===== src/rtl/sci_pkg.sv =====
// constants and types shared by the serial control block and its rate generator
// assumes a 32-bit classic wishbone slave with byte-wide registers in the low lane
package sci_pkg;

  // register indexes; byte address is four times the index
  localparam logic [7:0] STATUS_IDX = 8'h50;
  localparam logic [7:0] DATA_IDX   = 8'h51;
  localparam logic [7:0] BAUD_IDX   = 8'h52;
  localparam logic [7:0] FRAME_IDX  = 8'h53;
  localparam logic [7:0] IRQEN_IDX  = 8'h54;
  localparam logic [7:0] EXT_RX_IDX = 8'h55;
  localparam logic [7:0] EXT_TX_IDX = 8'h57;

  // frame_parity_control fields
  localparam int RX_NINTH_POS = 7;
  localparam int TX_NINTH_POS = 6;
  localparam int PD_POS       = 5;
  localparam int M9_POS       = 4;
  localparam int WAKE_POS     = 3;
  localparam int PCE_POS      = 2;
  localparam int PS_POS       = 1;
  localparam int PIE_POS      = 0;

  // irq_enable_control fields
  localparam int TIE_POS  = 7;
  localparam int TX_DONE_IRQ_ENABLE_POS = 6;
  localparam int RIE_POS  = 5;
  localparam int IDLE_IRQ_ENABLE_POS = 4;
  localparam int TE_POS   = 3;
  localparam int RE_POS   = 2;
  localparam int RWU_POS  = 1;
  localparam int SBK_POS  = 0;

  // status fields
  localparam int TX_EMPTY_FLAG_POS = 7;
  localparam int TC_POS   = 6;
  localparam int RX_FULL_FLAG_POS = 5;
  localparam int IDLE_POS = 4;
  localparam int OVR_POS  = 3;
  localparam int FE_POS   = 1;
  localparam int PE_POS   = 0;

  // baud_rate_divisors fields (low bit of each)
  localparam int SCP_POS = 6;
  localparam int SCT_POS = 3;
  localparam int SCR_POS = 0;

  // reset values
  localparam logic [7:0] FRAME_RST  = 8'h00;
  localparam logic [7:0] IRQEN_RST  = 8'h00;
  localparam logic [7:0] BAUD_RST   = 8'h00;
  localparam logic [7:0] EXT_RST    = 8'h00;
  localparam logic [7:0] STATUS_RST = 8'hc0;

  // first division factors for codes 00, 01, 10, 11
  localparam logic [3:0] PR_F0 = 4'h1;
  localparam logic [3:0] PR_F1 = 4'h3;
  localparam logic [3:0] PR_F2 = 4'h4;
  localparam logic [3:0] PR_F3 = 4'hd;

  // timing counts in rate ticks
  localparam logic [3:0] OVERSAMPLE_LAST = 4'hf;  // sixteen samples per bit
  localparam logic [3:0] START_MID       = 4'h7;  // sample at mid start bit
  localparam logic [3:0] FRAME_LEN8      = 4'ha;  // start, 8 data, stop
  localparam logic [3:0] FRAME_LEN9      = 4'hb;  // start, 9 data, stop

  typedef enum logic [2:0] {TX_OFF, TX_DELAY, TX_IDLE, TX_DATA, TX_PRE, TX_BRK} tx_state_type;
  typedef enum logic [2:0] {RX_OFF, RX_IDLE, RX_START, RX_DATA, RX_STOP} rx_state_type;

endpackage


===== src/rtl/baud_rate_gen.sv =====
// coarse prescaler, power-of-two divider and optional extended divider
// assumes one clock; run low holds the counters cleared (power-down)
`timescale 1ns/1ps
`default_nettype none
module baud_rate_gen
  import sci_pkg::*;
#(
  parameter int unsigned DIV_W = 20
)(
  input  wire logic       sys_clk,
  input  wire logic       reset,
  input  wire logic       ce,
  input  wire logic       run,
  input  wire logic [1:0] pr_code,
  input  wire logic [2:0] div_code,
  input  wire logic [7:0] ext_div,
  output logic            sample_tick,
  output logic            bit_tick
);
  typedef struct packed {
    logic [DIV_W-1:0] cnt;
    logic [3:0]       sub;
    logic             sample;
    logic             bitt;
  } gen_type;

  gen_type          gen_reg;
  gen_type          gen_next;
  logic [DIV_W-1:0] pr_factor;
  logic [DIV_W-1:0] divisor;

  // total divide per sample tick; a zero extended value leaves that stage out
  always_comb
  begin
    case (pr_code)
      2'b00:   pr_factor = DIV_W'(PR_F0);
      2'b01:   pr_factor = DIV_W'(PR_F1);
      2'b10:   pr_factor = DIV_W'(PR_F2);
      default: pr_factor = DIV_W'(PR_F3);
    endcase
    divisor = pr_factor * (DIV_W'(1) << div_code)
              * ((ext_div == 8'h00) ? DIV_W'(1) : DIV_W'(ext_div));
  end

  // sample tick every divisor clocks, bit tick every sixteenth sample
  always_comb
  begin
    gen_next        = gen_reg;
    gen_next.sample = 1'b0;
    gen_next.bitt   = 1'b0;
    if (!run)
    begin
      gen_next.cnt = '0;
      gen_next.sub = 4'h0;
    end
    else if (gen_reg.cnt >= divisor - DIV_W'(1))
    begin
      gen_next.cnt    = '0;
      gen_next.sample = 1'b1;
      gen_next.sub    = gen_reg.sub + 4'h1;
      gen_next.bitt   = (gen_reg.sub == OVERSAMPLE_LAST);
    end
    else
      gen_next.cnt = gen_reg.cnt + DIV_W'(1);
  end

  always_ff @(posedge sys_clk or posedge reset)
  begin
    if (reset)
      gen_reg <= '0;
    else if (ce)
      gen_reg <= gen_next;
  end

  assign sample_tick = gen_reg.sample;
  assign bit_tick    = gen_reg.bitt;
endmodule
`default_nettype wire


===== src/rtl/async_serial_control_baud.sv =====
// asynchronous serial transceiver: control, data buffer and baud configuration
// assumes a classic wishbone master on sys_clk and an asynchronous rx pin
//
// Local design decisions: the placing of the registers and register access over Wishbone.
`timescale 1ns/1ps
`default_nettype none
module async_serial_control_baud
  import sci_pkg::*;
#(
  parameter int unsigned DIV_W = 20
)(
  input  wire logic        sys_clk,
  input  wire logic        reset,
  input  wire logic        ce,
  input  wire logic        cyc_i,
  input  wire logic        stb_i,
  input  wire logic        we_i,
  input  wire logic [9:0]  adr_i,
  input  wire logic [3:0]  sel_i,
  input  wire logic [31:0] dat_i,
  output logic [31:0]      dat_o,
  output logic             ack_o,
  input  wire logic        rx_pin,
  output logic             tx_pin_out,
  output logic             tx_pin_oe,
  output logic             serial_irq
);
  import sci_pkg::*;

  typedef struct packed {
    logic [7:0]   cr1;
    logic [7:0]   cr2;
    logic [7:0]   brr;
    logic [7:0]   ext_rx_divisor;
    logic [7:0]   ext_tx_divisor;
    logic [7:0]   sr;
    logic         seen;
    logic [7:0]   tx_hold;
    logic [7:0]   rx_hold;
    logic         ack;
    logic [7:0]   dat;
    tx_state_type tx_state;
    logic [10:0]  tx_shift;
    logic [3:0]   tx_cnt;
    logic         tx_out;
    logic         tx_oe;
    logic         te_ever;
    logic         te_prev;
    logic         sbk_prev;
    logic         pre_pend;
    logic         brk_pend;
    logic         rx_s1;
    logic         rx_s2;
    rx_state_type rx_state;
    logic [3:0]   rx_scnt;
    logic [3:0]   rx_bcnt;
    logic [8:0]   rx_shift;
    logic [7:0]   idle_cnt;
    logic         idle_armed;
    logic         rx_m9;
    logic         rx_pce;
    logic         rx_ps;
    logic         irq;
  } state_type;

  state_type   s_reg;
  state_type   s_next;
  logic        te;
  logic        re;
  logic        send_break_ctl;
  logic        m9;
  logic        pd_active;
  logic        tx_tick;
  logic        rx_tick;
  logic [3:0]  flen;

  assign te   = s_reg.cr2[TE_POS];
  assign re   = s_reg.cr2[RE_POS];
  assign send_break_ctl  = s_reg.cr2[SBK_POS];
  assign m9   = s_reg.cr1[M9_POS];
  assign flen = m9 ? FRAME_LEN9 : FRAME_LEN8;

  // prescalers stop only between bytes so a frame in flight completes
  assign pd_active = s_reg.cr1[PD_POS]
                     && !(s_reg.tx_state inside {TX_DATA, TX_PRE, TX_BRK})
                     && !(s_reg.rx_state inside {RX_START, RX_DATA, RX_STOP});

  // transmit and receive rate generators share the coarse prescale code
  baud_rate_gen #(.DIV_W(DIV_W)) tx_gen (
    .sys_clk     (sys_clk),
    .reset       (reset),
    .ce          (ce),
    .run         (!pd_active),
    .pr_code     (s_reg.brr[SCP_POS+1:SCP_POS]),
    .div_code    (s_reg.brr[SCT_POS+2:SCT_POS]),
    .ext_div     (s_reg.ext_tx_divisor),
    .sample_tick (),
    .bit_tick    (tx_tick)
  );

  baud_rate_gen #(.DIV_W(DIV_W)) rx_gen (
    .sys_clk     (sys_clk),
    .reset       (reset),
    .ce          (ce),
    .run         (!pd_active),
    .pr_code     (s_reg.brr[SCP_POS+1:SCP_POS]),
    .div_code    (s_reg.brr[SCR_POS+2:SCR_POS]),
    .ext_div     (s_reg.ext_rx_divisor),
    .sample_tick (rx_tick),
    .bit_tick    ()
  );

  // outgoing frame, lsb first, parity computed at load so it binds one byte
  function automatic logic [10:0] data_frame(input logic [7:0] d, input logic b8,
                                             input logic nine, input logic parity_enable,
                                             input logic ps);
    logic p9;
    logic p8;
    p9 = (^d) ^ ps;
    p8 = (^d[6:0]) ^ ps;
    if (nine)
      data_frame = {1'b1, (parity_enable ? p9 : b8), d, 1'b0};
    else
      data_frame = {2'b11, (parity_enable ? p8 : d[7]), d[6:0], 1'b0};
  endfunction

  // one process computes the whole next state
  always_comb
  begin
    logic        req;
    logic        wr;
    logic        rd;
    logic [7:0]  idx;
    logic        pick;
    logic [10:0] fr;
    logic [7:0]  rxd;
    logic [8:0]  wbits;
    logic        perr;
    logic        deliver;
    req     = cyc_i & stb_i & ~s_reg.ack;
    wr      = req & we_i & sel_i[0];
    rd      = req & ~we_i;
    idx     = adr_i[9:2];
    pick    = 1'b0;
    fr      = '1;
    rxd     = 8'h00;
    wbits   = 9'h000;
    perr    = 1'b0;
    deliver = 1'b0;
    s_next  = s_reg;

    // bus slave: one wait state, unmapped reads return zero
    s_next.ack      = req;
    s_next.rx_s1    = rx_pin;
    s_next.rx_s2    = s_reg.rx_s1;
    s_next.te_prev  = te;
    s_next.sbk_prev = send_break_ctl;
    if (rd)
    begin
      case (idx)
        STATUS_IDX: s_next.dat = s_reg.sr;
        DATA_IDX:   s_next.dat = s_reg.rx_hold;
        BAUD_IDX:   s_next.dat = s_reg.brr;
        FRAME_IDX:  s_next.dat = s_reg.cr1;
        IRQEN_IDX:  s_next.dat = s_reg.cr2;
        EXT_RX_IDX: s_next.dat = s_reg.ext_rx_divisor;
        EXT_TX_IDX: s_next.dat = s_reg.ext_tx_divisor;
        default:    s_next.dat = 8'h00;
      endcase
    end
    if (wr)
    begin
      case (idx)
        DATA_IDX:   s_next.tx_hold = dat_i[7:0];
        BAUD_IDX:   s_next.brr = dat_i[7:0];
        FRAME_IDX:  s_next.cr1 = {s_reg.cr1[RX_NINTH_POS], dat_i[6:0]};
        IRQEN_IDX:  s_next.cr2 = dat_i[7:0];
        EXT_RX_IDX: s_next.ext_rx_divisor = dat_i[7:0];
        EXT_TX_IDX: s_next.ext_tx_divisor = dat_i[7:0];
        default:    s_next.dat = s_reg.dat;
      endcase
    end

    // flag clearing: status access arms, next data access clears
    if (req && idx == STATUS_IDX)
      s_next.seen = 1'b1;
    else if (req && idx == DATA_IDX && s_reg.seen)
    begin
      s_next.seen = 1'b0;
      if (we_i)
      begin
        s_next.sr[TX_EMPTY_FLAG_POS] = 1'b0;
        s_next.sr[TC_POS]   = 1'b0;
      end
      else
      begin
        s_next.sr[RX_FULL_FLAG_POS] = 1'b0;
        s_next.sr[IDLE_POS] = 1'b0;
        s_next.sr[OVR_POS]  = 1'b0;
        s_next.sr[FE_POS]   = 1'b0;
        s_next.sr[PE_POS]   = 1'b0;
      end
    end

    // transmitter; te low mid-frame arms a preamble, sent only if te returns before that frame ends
    if (te)
      s_next.te_ever = 1'b1;
    if (s_reg.te_prev && !te && s_reg.tx_state inside {TX_DATA, TX_PRE, TX_BRK})
      s_next.pre_pend = 1'b1;
    if (send_break_ctl && !s_reg.sbk_prev)
      s_next.brk_pend = 1'b1;
    case (s_reg.tx_state)
      TX_OFF:
      begin
        s_next.tx_out = 1'b1;
        if (te)
        begin
          s_next.tx_state = TX_DELAY;
          s_next.tx_cnt   = 4'h1;
        end
      end
      TX_DELAY:
      begin
        // line held idle for at least one full bit before the first frame
        if (!te)
          s_next.tx_state = TX_OFF;
        else if (tx_tick)
        begin
          if (s_reg.tx_cnt == 4'h0)
            s_next.tx_state = TX_IDLE;
          else
            s_next.tx_cnt = s_reg.tx_cnt - 4'h1;
        end
      end
      TX_IDLE:
      begin
        s_next.tx_out = 1'b1;
        pick = tx_tick;
      end
      TX_DATA, TX_PRE, TX_BRK:
      begin
        if (tx_tick)
        begin
          if (s_reg.tx_cnt == 4'h0)
          begin
            if (s_reg.tx_state == TX_DATA)
              s_next.sr[TC_POS] = 1'b1;
            pick = 1'b1;
          end
          else
          begin
            s_next.tx_out   = s_reg.tx_shift[0];
            s_next.tx_shift = {1'b1, s_reg.tx_shift[10:1]};
            s_next.tx_cnt   = s_reg.tx_cnt - 4'h1;
          end
        end
      end
      default: s_next.tx_state = TX_OFF;
    endcase

    // next frame choice: disable, then preamble, then break, then data
    if (pick)
    begin
      s_next.tx_state = TX_IDLE;
      s_next.tx_out   = 1'b1;
      if (!te)
      begin
        s_next.tx_state = TX_OFF;
        s_next.pre_pend = 1'b0;
      end
      else if (s_reg.pre_pend)
      begin
        s_next.tx_state = TX_PRE;
        s_next.pre_pend = 1'b0;
        fr = '1;
      end
      else if (s_reg.brk_pend || send_break_ctl)
      begin
        s_next.tx_state = TX_BRK;
        s_next.brk_pend = 1'b0;
        fr = '0;
      end
      else if (!s_reg.sr[TX_EMPTY_FLAG_POS] && !s_reg.cr1[PD_POS])
      begin
        s_next.tx_state     = TX_DATA;
        s_next.sr[TX_EMPTY_FLAG_POS] = 1'b1;
        fr = data_frame(s_reg.tx_hold, s_reg.cr1[TX_NINTH_POS], m9,
                        s_reg.cr1[PCE_POS], s_reg.cr1[PS_POS]);
      end
      if (s_next.tx_state inside {TX_DATA, TX_PRE, TX_BRK})
      begin
        s_next.tx_out   = fr[0];
        s_next.tx_shift = {1'b1, fr[10:1]};
        s_next.tx_cnt   = flen - 4'h1;
      end
    end
    s_next.tx_oe = te | (re & s_reg.te_ever);

    // receiver, run off the sixteen-times sample tick
    wbits = s_reg.rx_m9 ? s_reg.rx_shift : {1'b0, s_reg.rx_shift[8:1]};
    rxd   = s_reg.rx_m9 ? s_reg.rx_shift[7:0] : s_reg.rx_shift[8:1];
    perr  = s_reg.rx_pce && ((^wbits) != s_reg.rx_ps);
    if (!re)
      s_next.rx_state = RX_OFF;
    else if (rx_tick)
    begin
      case (s_reg.rx_state)
        RX_OFF:
        begin
          s_next.rx_state = RX_IDLE;
          s_next.idle_cnt = 8'h00;
        end
        RX_IDLE:
        begin
          if (!s_reg.rx_s2)
          begin
            s_next.rx_state = RX_START;
            s_next.rx_scnt  = 4'h0;
            s_next.rx_m9    = m9;
            s_next.rx_pce   = s_reg.cr1[PCE_POS];
            s_next.rx_ps    = s_reg.cr1[PS_POS];
          end
          else if (s_reg.idle_cnt == {flen, 4'h0})
          begin
            // idle line detected once per received word
            s_next.idle_cnt = s_reg.idle_cnt + 8'h01;
            if (s_reg.idle_armed)
            begin
              s_next.idle_armed = 1'b0;
              if (s_reg.cr2[RWU_POS])
              begin
                if (!s_reg.cr1[WAKE_POS])
                  s_next.cr2[RWU_POS] = 1'b0;
              end
              else
                s_next.sr[IDLE_POS] = 1'b1;
            end
          end
          else if (s_reg.idle_cnt < {flen, 4'h0})
            s_next.idle_cnt = s_reg.idle_cnt + 8'h01;
        end
        RX_START:
        begin
          s_next.rx_scnt = s_reg.rx_scnt + 4'h1;
          if (s_reg.rx_scnt == START_MID)
          begin
            s_next.rx_scnt  = 4'h0;
            s_next.rx_bcnt  = 4'h0;
            s_next.rx_state = s_reg.rx_s2 ? RX_IDLE : RX_DATA;
          end
        end
        RX_DATA:
        begin
          s_next.rx_scnt = s_reg.rx_scnt + 4'h1;
          if (s_reg.rx_scnt == OVERSAMPLE_LAST)
          begin
            s_next.rx_shift = {s_reg.rx_s2, s_reg.rx_shift[8:1]};
            s_next.rx_bcnt  = s_reg.rx_bcnt + 4'h1;
            if (s_reg.rx_bcnt == (s_reg.rx_m9 ? 4'h8 : 4'h7))
              s_next.rx_state = RX_STOP;
          end
        end
        RX_STOP:
        begin
          s_next.rx_scnt = s_reg.rx_scnt + 4'h1;
          if (s_reg.rx_scnt == OVERSAMPLE_LAST)
          begin
            s_next.rx_state = RX_IDLE;
            s_next.idle_cnt = 8'h00;
            deliver = 1'b1;
            // address mark: top data bit set ends mute, word is kept
            if (s_reg.cr2[RWU_POS])
            begin
              if (s_reg.cr1[WAKE_POS] && s_reg.rx_shift[8])
                s_next.cr2[RWU_POS] = 1'b0;
              else
                deliver = 1'b0;
            end
          end
        end
        default: s_next.rx_state = RX_OFF;
      endcase
    end
    if (deliver)
    begin
      if (s_reg.sr[RX_FULL_FLAG_POS])
        s_next.sr[OVR_POS] = 1'b1;  // holding kept, new word lost
      else
      begin
        s_next.rx_hold            = rxd;
        s_next.cr1[RX_NINTH_POS]  = s_reg.rx_m9 & s_reg.rx_shift[8];
        s_next.sr[RX_FULL_FLAG_POS]       = 1'b1;
        s_next.sr[FE_POS]         = ~s_reg.rx_s2;
        s_next.sr[PE_POS]         = perr;
        s_next.idle_armed         = 1'b1;
      end
    end

    // single serial interrupt from flags and their enables
    s_next.irq = (s_reg.sr[TX_EMPTY_FLAG_POS] & s_reg.cr2[TIE_POS])
               | (s_reg.sr[TC_POS] & s_reg.cr2[TX_DONE_IRQ_ENABLE_POS])
               | ((s_reg.sr[OVR_POS] | s_reg.sr[RX_FULL_FLAG_POS]) & s_reg.cr2[RIE_POS])
               | (s_reg.sr[IDLE_POS] & s_reg.cr2[IDLE_IRQ_ENABLE_POS])
               | (s_reg.sr[PE_POS] & s_reg.cr1[PIE_POS]);
  end

  // all state advances only with the clock enable high
  always_ff @(posedge sys_clk or posedge reset)
  begin
    if (reset)
    begin
      s_reg          <= '0;
      s_reg.cr1      <= FRAME_RST;
      s_reg.cr2      <= IRQEN_RST;
      s_reg.brr      <= BAUD_RST;
      s_reg.ext_rx_divisor     <= EXT_RST;
      s_reg.ext_tx_divisor     <= EXT_RST;
      s_reg.sr       <= STATUS_RST;
      s_reg.tx_state <= TX_OFF;
      s_reg.rx_state <= RX_OFF;
      s_reg.tx_out   <= 1'b1;
      s_reg.tx_shift <= '1;
      s_reg.rx_s1    <= 1'b1;
      s_reg.rx_s2    <= 1'b1;
    end
    else if (ce)
      s_reg <= s_next;
  end

  assign dat_o      = {24'h000000, s_reg.dat};
  assign ack_o      = s_reg.ack;
  assign tx_pin_out = s_reg.tx_out;
  assign tx_pin_oe  = s_reg.tx_oe;
  assign serial_irq = s_reg.irq;
endmodule
`default_nettype wire


===== config.mk =====
export PLATFORM = sky130hd
export DESIGN_NAME = async_serial_control_baud
export DESIGN_NICKNAME = d
export VERILOG_FILES = /design/src/rtl/sci_pkg.sv /design/src/rtl/baud_rate_gen.sv /design/src/rtl/async_serial_control_baud.sv
export SDC_FILE = /design/constraint.sdc
export NUM_CORES = 1
export LEC_CHECK = 0
export BUFFER_PORTS_ARGS = -buffer_cell sky130_fd_sc_hd__buf_2
export CAP_MARGIN = 0
export CORE_MARGIN = 2
export CORE_UTILIZATION = 50
export CTS_CLUSTER_DIAMETER = 120
export DETAILED_ROUTE_END_ITERATION = 10
export PLACE_DENSITY = 0.67
export SYNTH_ARGS = -nofsm -noshare
export SYNTH_HDL_FRONTEND = slang
export SYNTH_HIERARCHICAL = 1
export SYNTH_SLANG_ARGS = --single-unit

===== constraint.sdc =====
create_clock -name sys_clk -period 12 [get_ports sys_clk]
set_clock_uncertainty 0.2 [all_clocks]
set_input_delay 1.2 -clock sys_clk [delete_from_list [all_inputs] [get_ports sys_clk]]
set_output_delay 1.2 -clock sys_clk [all_outputs]
set_load 0.02 [all_outputs]

* After elaboration in Yosys (flattened, before gate mapping)
Cells that the tools add are included.
** Storage, ports and cells
- Flip-flop bits (word level) :: 183
- Input port bits :: 53
- Output and inout bits :: 36
- Logic and storage cells :: 330
** Operators by class
- Add/subtract/negate cells :: 11
- Multiply operators :: 4
- Order comparisons :: 3
- Equality and inequality tests :: 47
- Shift operators :: 2
- Muxes and demuxes :: 136
- Bitwise operators :: 24
- Reduce and logical (&&, ||, !) cells :: 62
** Operators by type and width (number)
- $mux W8 :: 12
- $mux W11 :: 6
- $eq A8 B7 Y1 const B :: 7
- $mux W1 :: 56
- $pmux W8 S7 :: 1
- $mux W16 :: 3
- $mux W24 :: 2
- $mux W3 :: 15
- $add A20 B1 Y20 const B :: 2
- $ge A20 B20 Y1 :: 2
- $mul A20 B20 Y20 :: 2
- $mul A4 B20 Y20 :: 2
- $mux W20 :: 2
- $shl A1 B3 Y20 const A :: 2
- $sub A20 B1 Y20 const B :: 2
- $pmux W4 S3 :: 3
- $mux W32 :: 1
- $mux W4 :: 7
- $mux W9 :: 3
- $mux W26 :: 1
- $pmux W8 S3 :: 1
- $reduce_and A3 Y1 :: 7
- $reduce_and A5 Y1 :: 4
- $mux W19 :: 1
- other kinds (54) :: 145

* Logic depth before layout (Yosys ltp)
- Depth after elaboration :: 13
- Mapped depth :: 38
- Gate-level depth less buffers :: 37

* By module
Netlist, hierarchy kept.
** By module, submodules not included
- async_serial_control_baud :: times used 1, cells each 695, area each 7377.1 um^2, seq. area each 3348.2 um^2
- baud_rate_gen (rx_gen) :: times used 1, cells each 759, area each 6309.8 um^2, seq. area each 650.6 um^2
- baud_rate_gen (tx_gen) :: times used 1, cells each 747, area each 6132.1 um^2, seq. area each 650.6 um^2

* Worst setup path after synthesis
OpenSTA, ideal clock, no wires.
- Path kind :: reg-to-reg
- Start :: reg s_reg[112] (netlist name)
- End :: reg rx_gen/gen_reg[12] (netlist name)
- Setup time :: 71 ps
- Arrival :: 8976 ps
- Required time :: 11729 ps
- Setup slack :: 2752 ps
- Cell stages (with the launch flop) :: 35
- Buffers on the path :: 3
- Period minus slack after synthesis :: 9248 ps
- Cell sequence :: dfrtp_1 -> clkbuf_1 -> or4_1 -> fa_1 -> inv_1 -> fa_1 -> ha_1 -> a21o_1 -> a21o_1 -> a21oi_1 -> o21ai_0 -> xor2_1 -> nand2_1 -> fa_1 -> fa_1 -> inv_1 -> fa_1 -> inv_1 -> fa_1 -> inv_1 -> ha_1 -> a211o_1 -> o21a_1 -> o31a_1 -> or4_1 -> nand4_1 -> ha_1 -> o21ai_0 -> a21oi_1 -> a221o_1 -> a2111o_1 -> and2_1 -> clkbuf_1 -> buf_2 -> nor2_1
** Between the ends
- Word-level cells in the longest chain between the ends :: 7
** RTL lines
- from (decl) :: line async_serial_control_baud.sv:66 : state_type s_reg;
- from (signal assigned) :: line async_serial_control_baud.sv:427 : s_reg <= s_next;
- $shl A1 B3 Y20 :: line baud_rate_gen.sv:41 : divisor = pr_factor * (DIV_W'(1) << div_code)
- $mul A4 B20 Y20 :: line baud_rate_gen.sv:41
- $mul A20 B20 Y20 :: line baud_rate_gen.sv:42 : * ((ext_div == 8'h00) ? DIV_W'(1) : DIV_W'(ext_div));
- $sub A20 B1 Y20 :: line baud_rate_gen.sv:56 : else if (gen_reg.cnt >= divisor - DIV_W'(1))
- $ge A20 B20 Y1 :: line baud_rate_gen.sv:56
- $mux W20 :: line baud_rate_gen.sv:56
- $mux W24 :: line baud_rate_gen.sv:51 : if (!run)
- to (signal assigned) :: line baud_rate_gen.sv:72 : gen_reg <= gen_next;
- to (decl) :: line baud_rate_gen.sv:27 : gen_type gen_reg;
No other way between the ends.
A chain may end at the register's enable or synchronous reset.

* Worst setup path after layout
- Start :: reg s_reg[117] (netlist name)
- End :: reg rx_gen/gen_reg[13] (netlist name)
** Between the ends
- Word-level cells in the longest chain between the ends :: 8
- Elaborated cells between the ends (all ways) :: 10
- Those cells by class :: add/sub: 1; mul: 2; order compare: 1; eq/ne: 2; mux: 3; reduce/logical: 1
** RTL lines
- $eq A2 B2 Y1, or another cell as far along :: line baud_rate_gen.sv:35 : case (pr_code)
- $pmux W4 S3 (*) :: line baud_rate_gen.sv:35
- $mul A4 B20 Y20 (*) :: line baud_rate_gen.sv:41
- $mul A20 B20 Y20 (*) :: line baud_rate_gen.sv:42
- $sub A20 B1 Y20 (*) :: line baud_rate_gen.sv:56
- $ge A20 B20 Y1 (*) :: line baud_rate_gen.sv:56
- $mux W20 (*) :: line baud_rate_gen.sv:56
- $mux W24 (*) :: line baud_rate_gen.sv:51
Mark *: on every way between the ends. The rest lies on a longest branch, timed or not.

==> results.yml <==
global_route:
  overflow: 0
  grt_usage_pct: 22.5
  antenna_found_initial: 1
  grt_pass1_wl_um: 74800
  grt_pass1_vias: 15000
  grt_start_max_net_pins: 76
cells_and_area:
  finish.instance_area_um2: 20600
  syn_to_final_growth_pct: 5.18
  fin_nets: 2554
  multi_input_area_um2: 13400
  n_antenna_cell: 0
  final_common_cell: "inv_1"
  drive_gt1_share_pct: 10.1
  fillers: 3471
  regArea_um2: 4500
  final_cells: 2695
  largest_register_ffs: 116
  layout_common_cells: "inv_1, nand2_1, ha_1"
sta:
  period_minus_slack_ps: 10990
  finalHoldViolCount: 0
  fin_setup_tns_ps: 0
  fmax_mhz: 91.0
  rsz0062_at_grt: "no"
  slew_headroom_pct: 17.3
  drv_slew: 0
  worst_slew_pin_slew_ps: 1230
  min_period_over_period_pct: 91.6
  setup_slack_ps: 1010
  setup_violations: 0
place:
  numPortBuffers: 35
  placed_area_um2: 20000
  dp_worst_setup_slack_ps: 1130
  gp_congestion: 0.860
  dpl.cell_count: 2663
  dpl.hpwl_um: 33500
critical_path:
  r2r_cells: 33
  cp-start-kind: "flop"
  cp_common_cell: "fa_1"
  r2r_slack_ps: 1010
  cp.required_ps: 12120
  crit_fanout: 15
  crit_arrival_ps: 11110
  worstSetupPathType: "flop to flop"
  critPathMaxStageDelay_ps: 720
  r2r-end: "rx_gen/gen_reg[13]"
  rr_startpoint: "s_reg[117]"
  crit_start: "s_reg[117]"
  cp-end-kind: "flop"
  slowest_stage: "a2111oi_0"
clock_network:
  clk_transition_reported_paths_ps: 80
  cts_sinks: 179
  cts_hold_buffers: 0
  clock_path_buffers: 2
  cts-htree-levels: 4
  cts-buffers-inserted: 17
  post_cts_buffers: 0
  clk-insertion-delay-late_ps: 460
  cts_resized: 0
  cts_root_buf: "clkbuf_16"
  cts_tree: "yes"
die:
  die_w_um: 202
  dieArea_um2: 40700
  ios: 89
  rows: 72
  core-area_um2: 38600
  die_h_um: 202
  start_util_pct: 50.6
run:
  drv_cap: 0
detailed_routing:
  viasPerCell: 5.60
  drtIter0Drc: 987
  post_drt_wl_per_cell_um: 16.4
  drc_errors: 0
  via_count: 15100
  final_antenna_net_count: 0
  first_pass_iters: 6
  wl_um: 44200
power:
  power.density_nw_per_um2: 78.8
  total_power_mw: 1.62
  peakVddDrop_v: 0.0000755
  p_leak_nw: 9.90
yosys:
  synth_warnings: 6
  syn_area_um2: 19600
  syn_inst: 2179
  syn_area_per_cell_um2: 8.97
min_path:
  hp-class: "flop to flop"
  hold_end: "s_reg[39]"
  holdPathStages: 1
  hold_path_startpoint: "s_reg[39]"
outcome:
  outcome: "completed"
-- power by group --
part | internal, mW | switching (mW) | total [mW] | leakage [nW]
combinational | 0.141 | 0.196 | 0.337 | 7.21
clock | 0.296 | 0.285 | 0.581 | 0.277
sequential | 0.649 | 0.0549 | 0.704 | 2.41
-- metrics by stage --
stage | utilization (%) | hold slack [ps]
floorplan | - | 235
global placement | 51.7 | 253
detailed placement | 51.7 | 276
CTS | 53.2 | 294
global route | 53.2 | 320
finish | 53.2 | 293
-- critical path: cells and delay by family, from the launching register on --
kind | cells | cell delay (ps)
xor gates and xnor gates | 1 | 530
DFF | 1 | 710
buffers and inverters | 4 | 210
adders and majority gates | 9 | 3970
muxes | 1 | 120
AOI/OAI and AO/OA | 10 | 2860
and+or+nand+nor | 8 | 2270
-- final cells by class --
type / instances / share of cell area (%)
Multi-Input combinational cell: 1600 / 65.1
Sequential cell: 179 / 21.9
Inverter: 325 / 5.96
Tap cell: 518 / 3.15
Clock buffer: 17 / 2.07
Timing Repair Buffer: 41 / 1.07
Clock inverter: 15 / 0.797
-- per-layer routing --
metal | vias up | wire, µm | track usage, % | part of all wire (%)
met1 | 7488 | 20000 | 30.9 | 45
met2 | 375 | 21100 | 37.2 | 48
li1 | 7159 | - | - | -
met4 | 2 | 878 | 6.49 | 2.0
met3 | 73 | 2200 | 3.09 | 5.0
met5 | - | 13 | 0 | 0.029
-- worst max-delay path by stage --
stage	to	slack, ps	cells after the start
after global placement	rx_gen/gen_reg[23]	1400	33
after detailed placement	rx_gen/gen_reg[13]	1130	33
final	rx_gen/gen_reg[13]	1010	33
after global routing	rx_gen/gen_reg[13]	210	33
after CTS	rx_gen/gen_reg[13]	1100	33
after floorplan	rx_gen/gen_reg[12]	2770	34
Power figures use the tool's default switching activity.
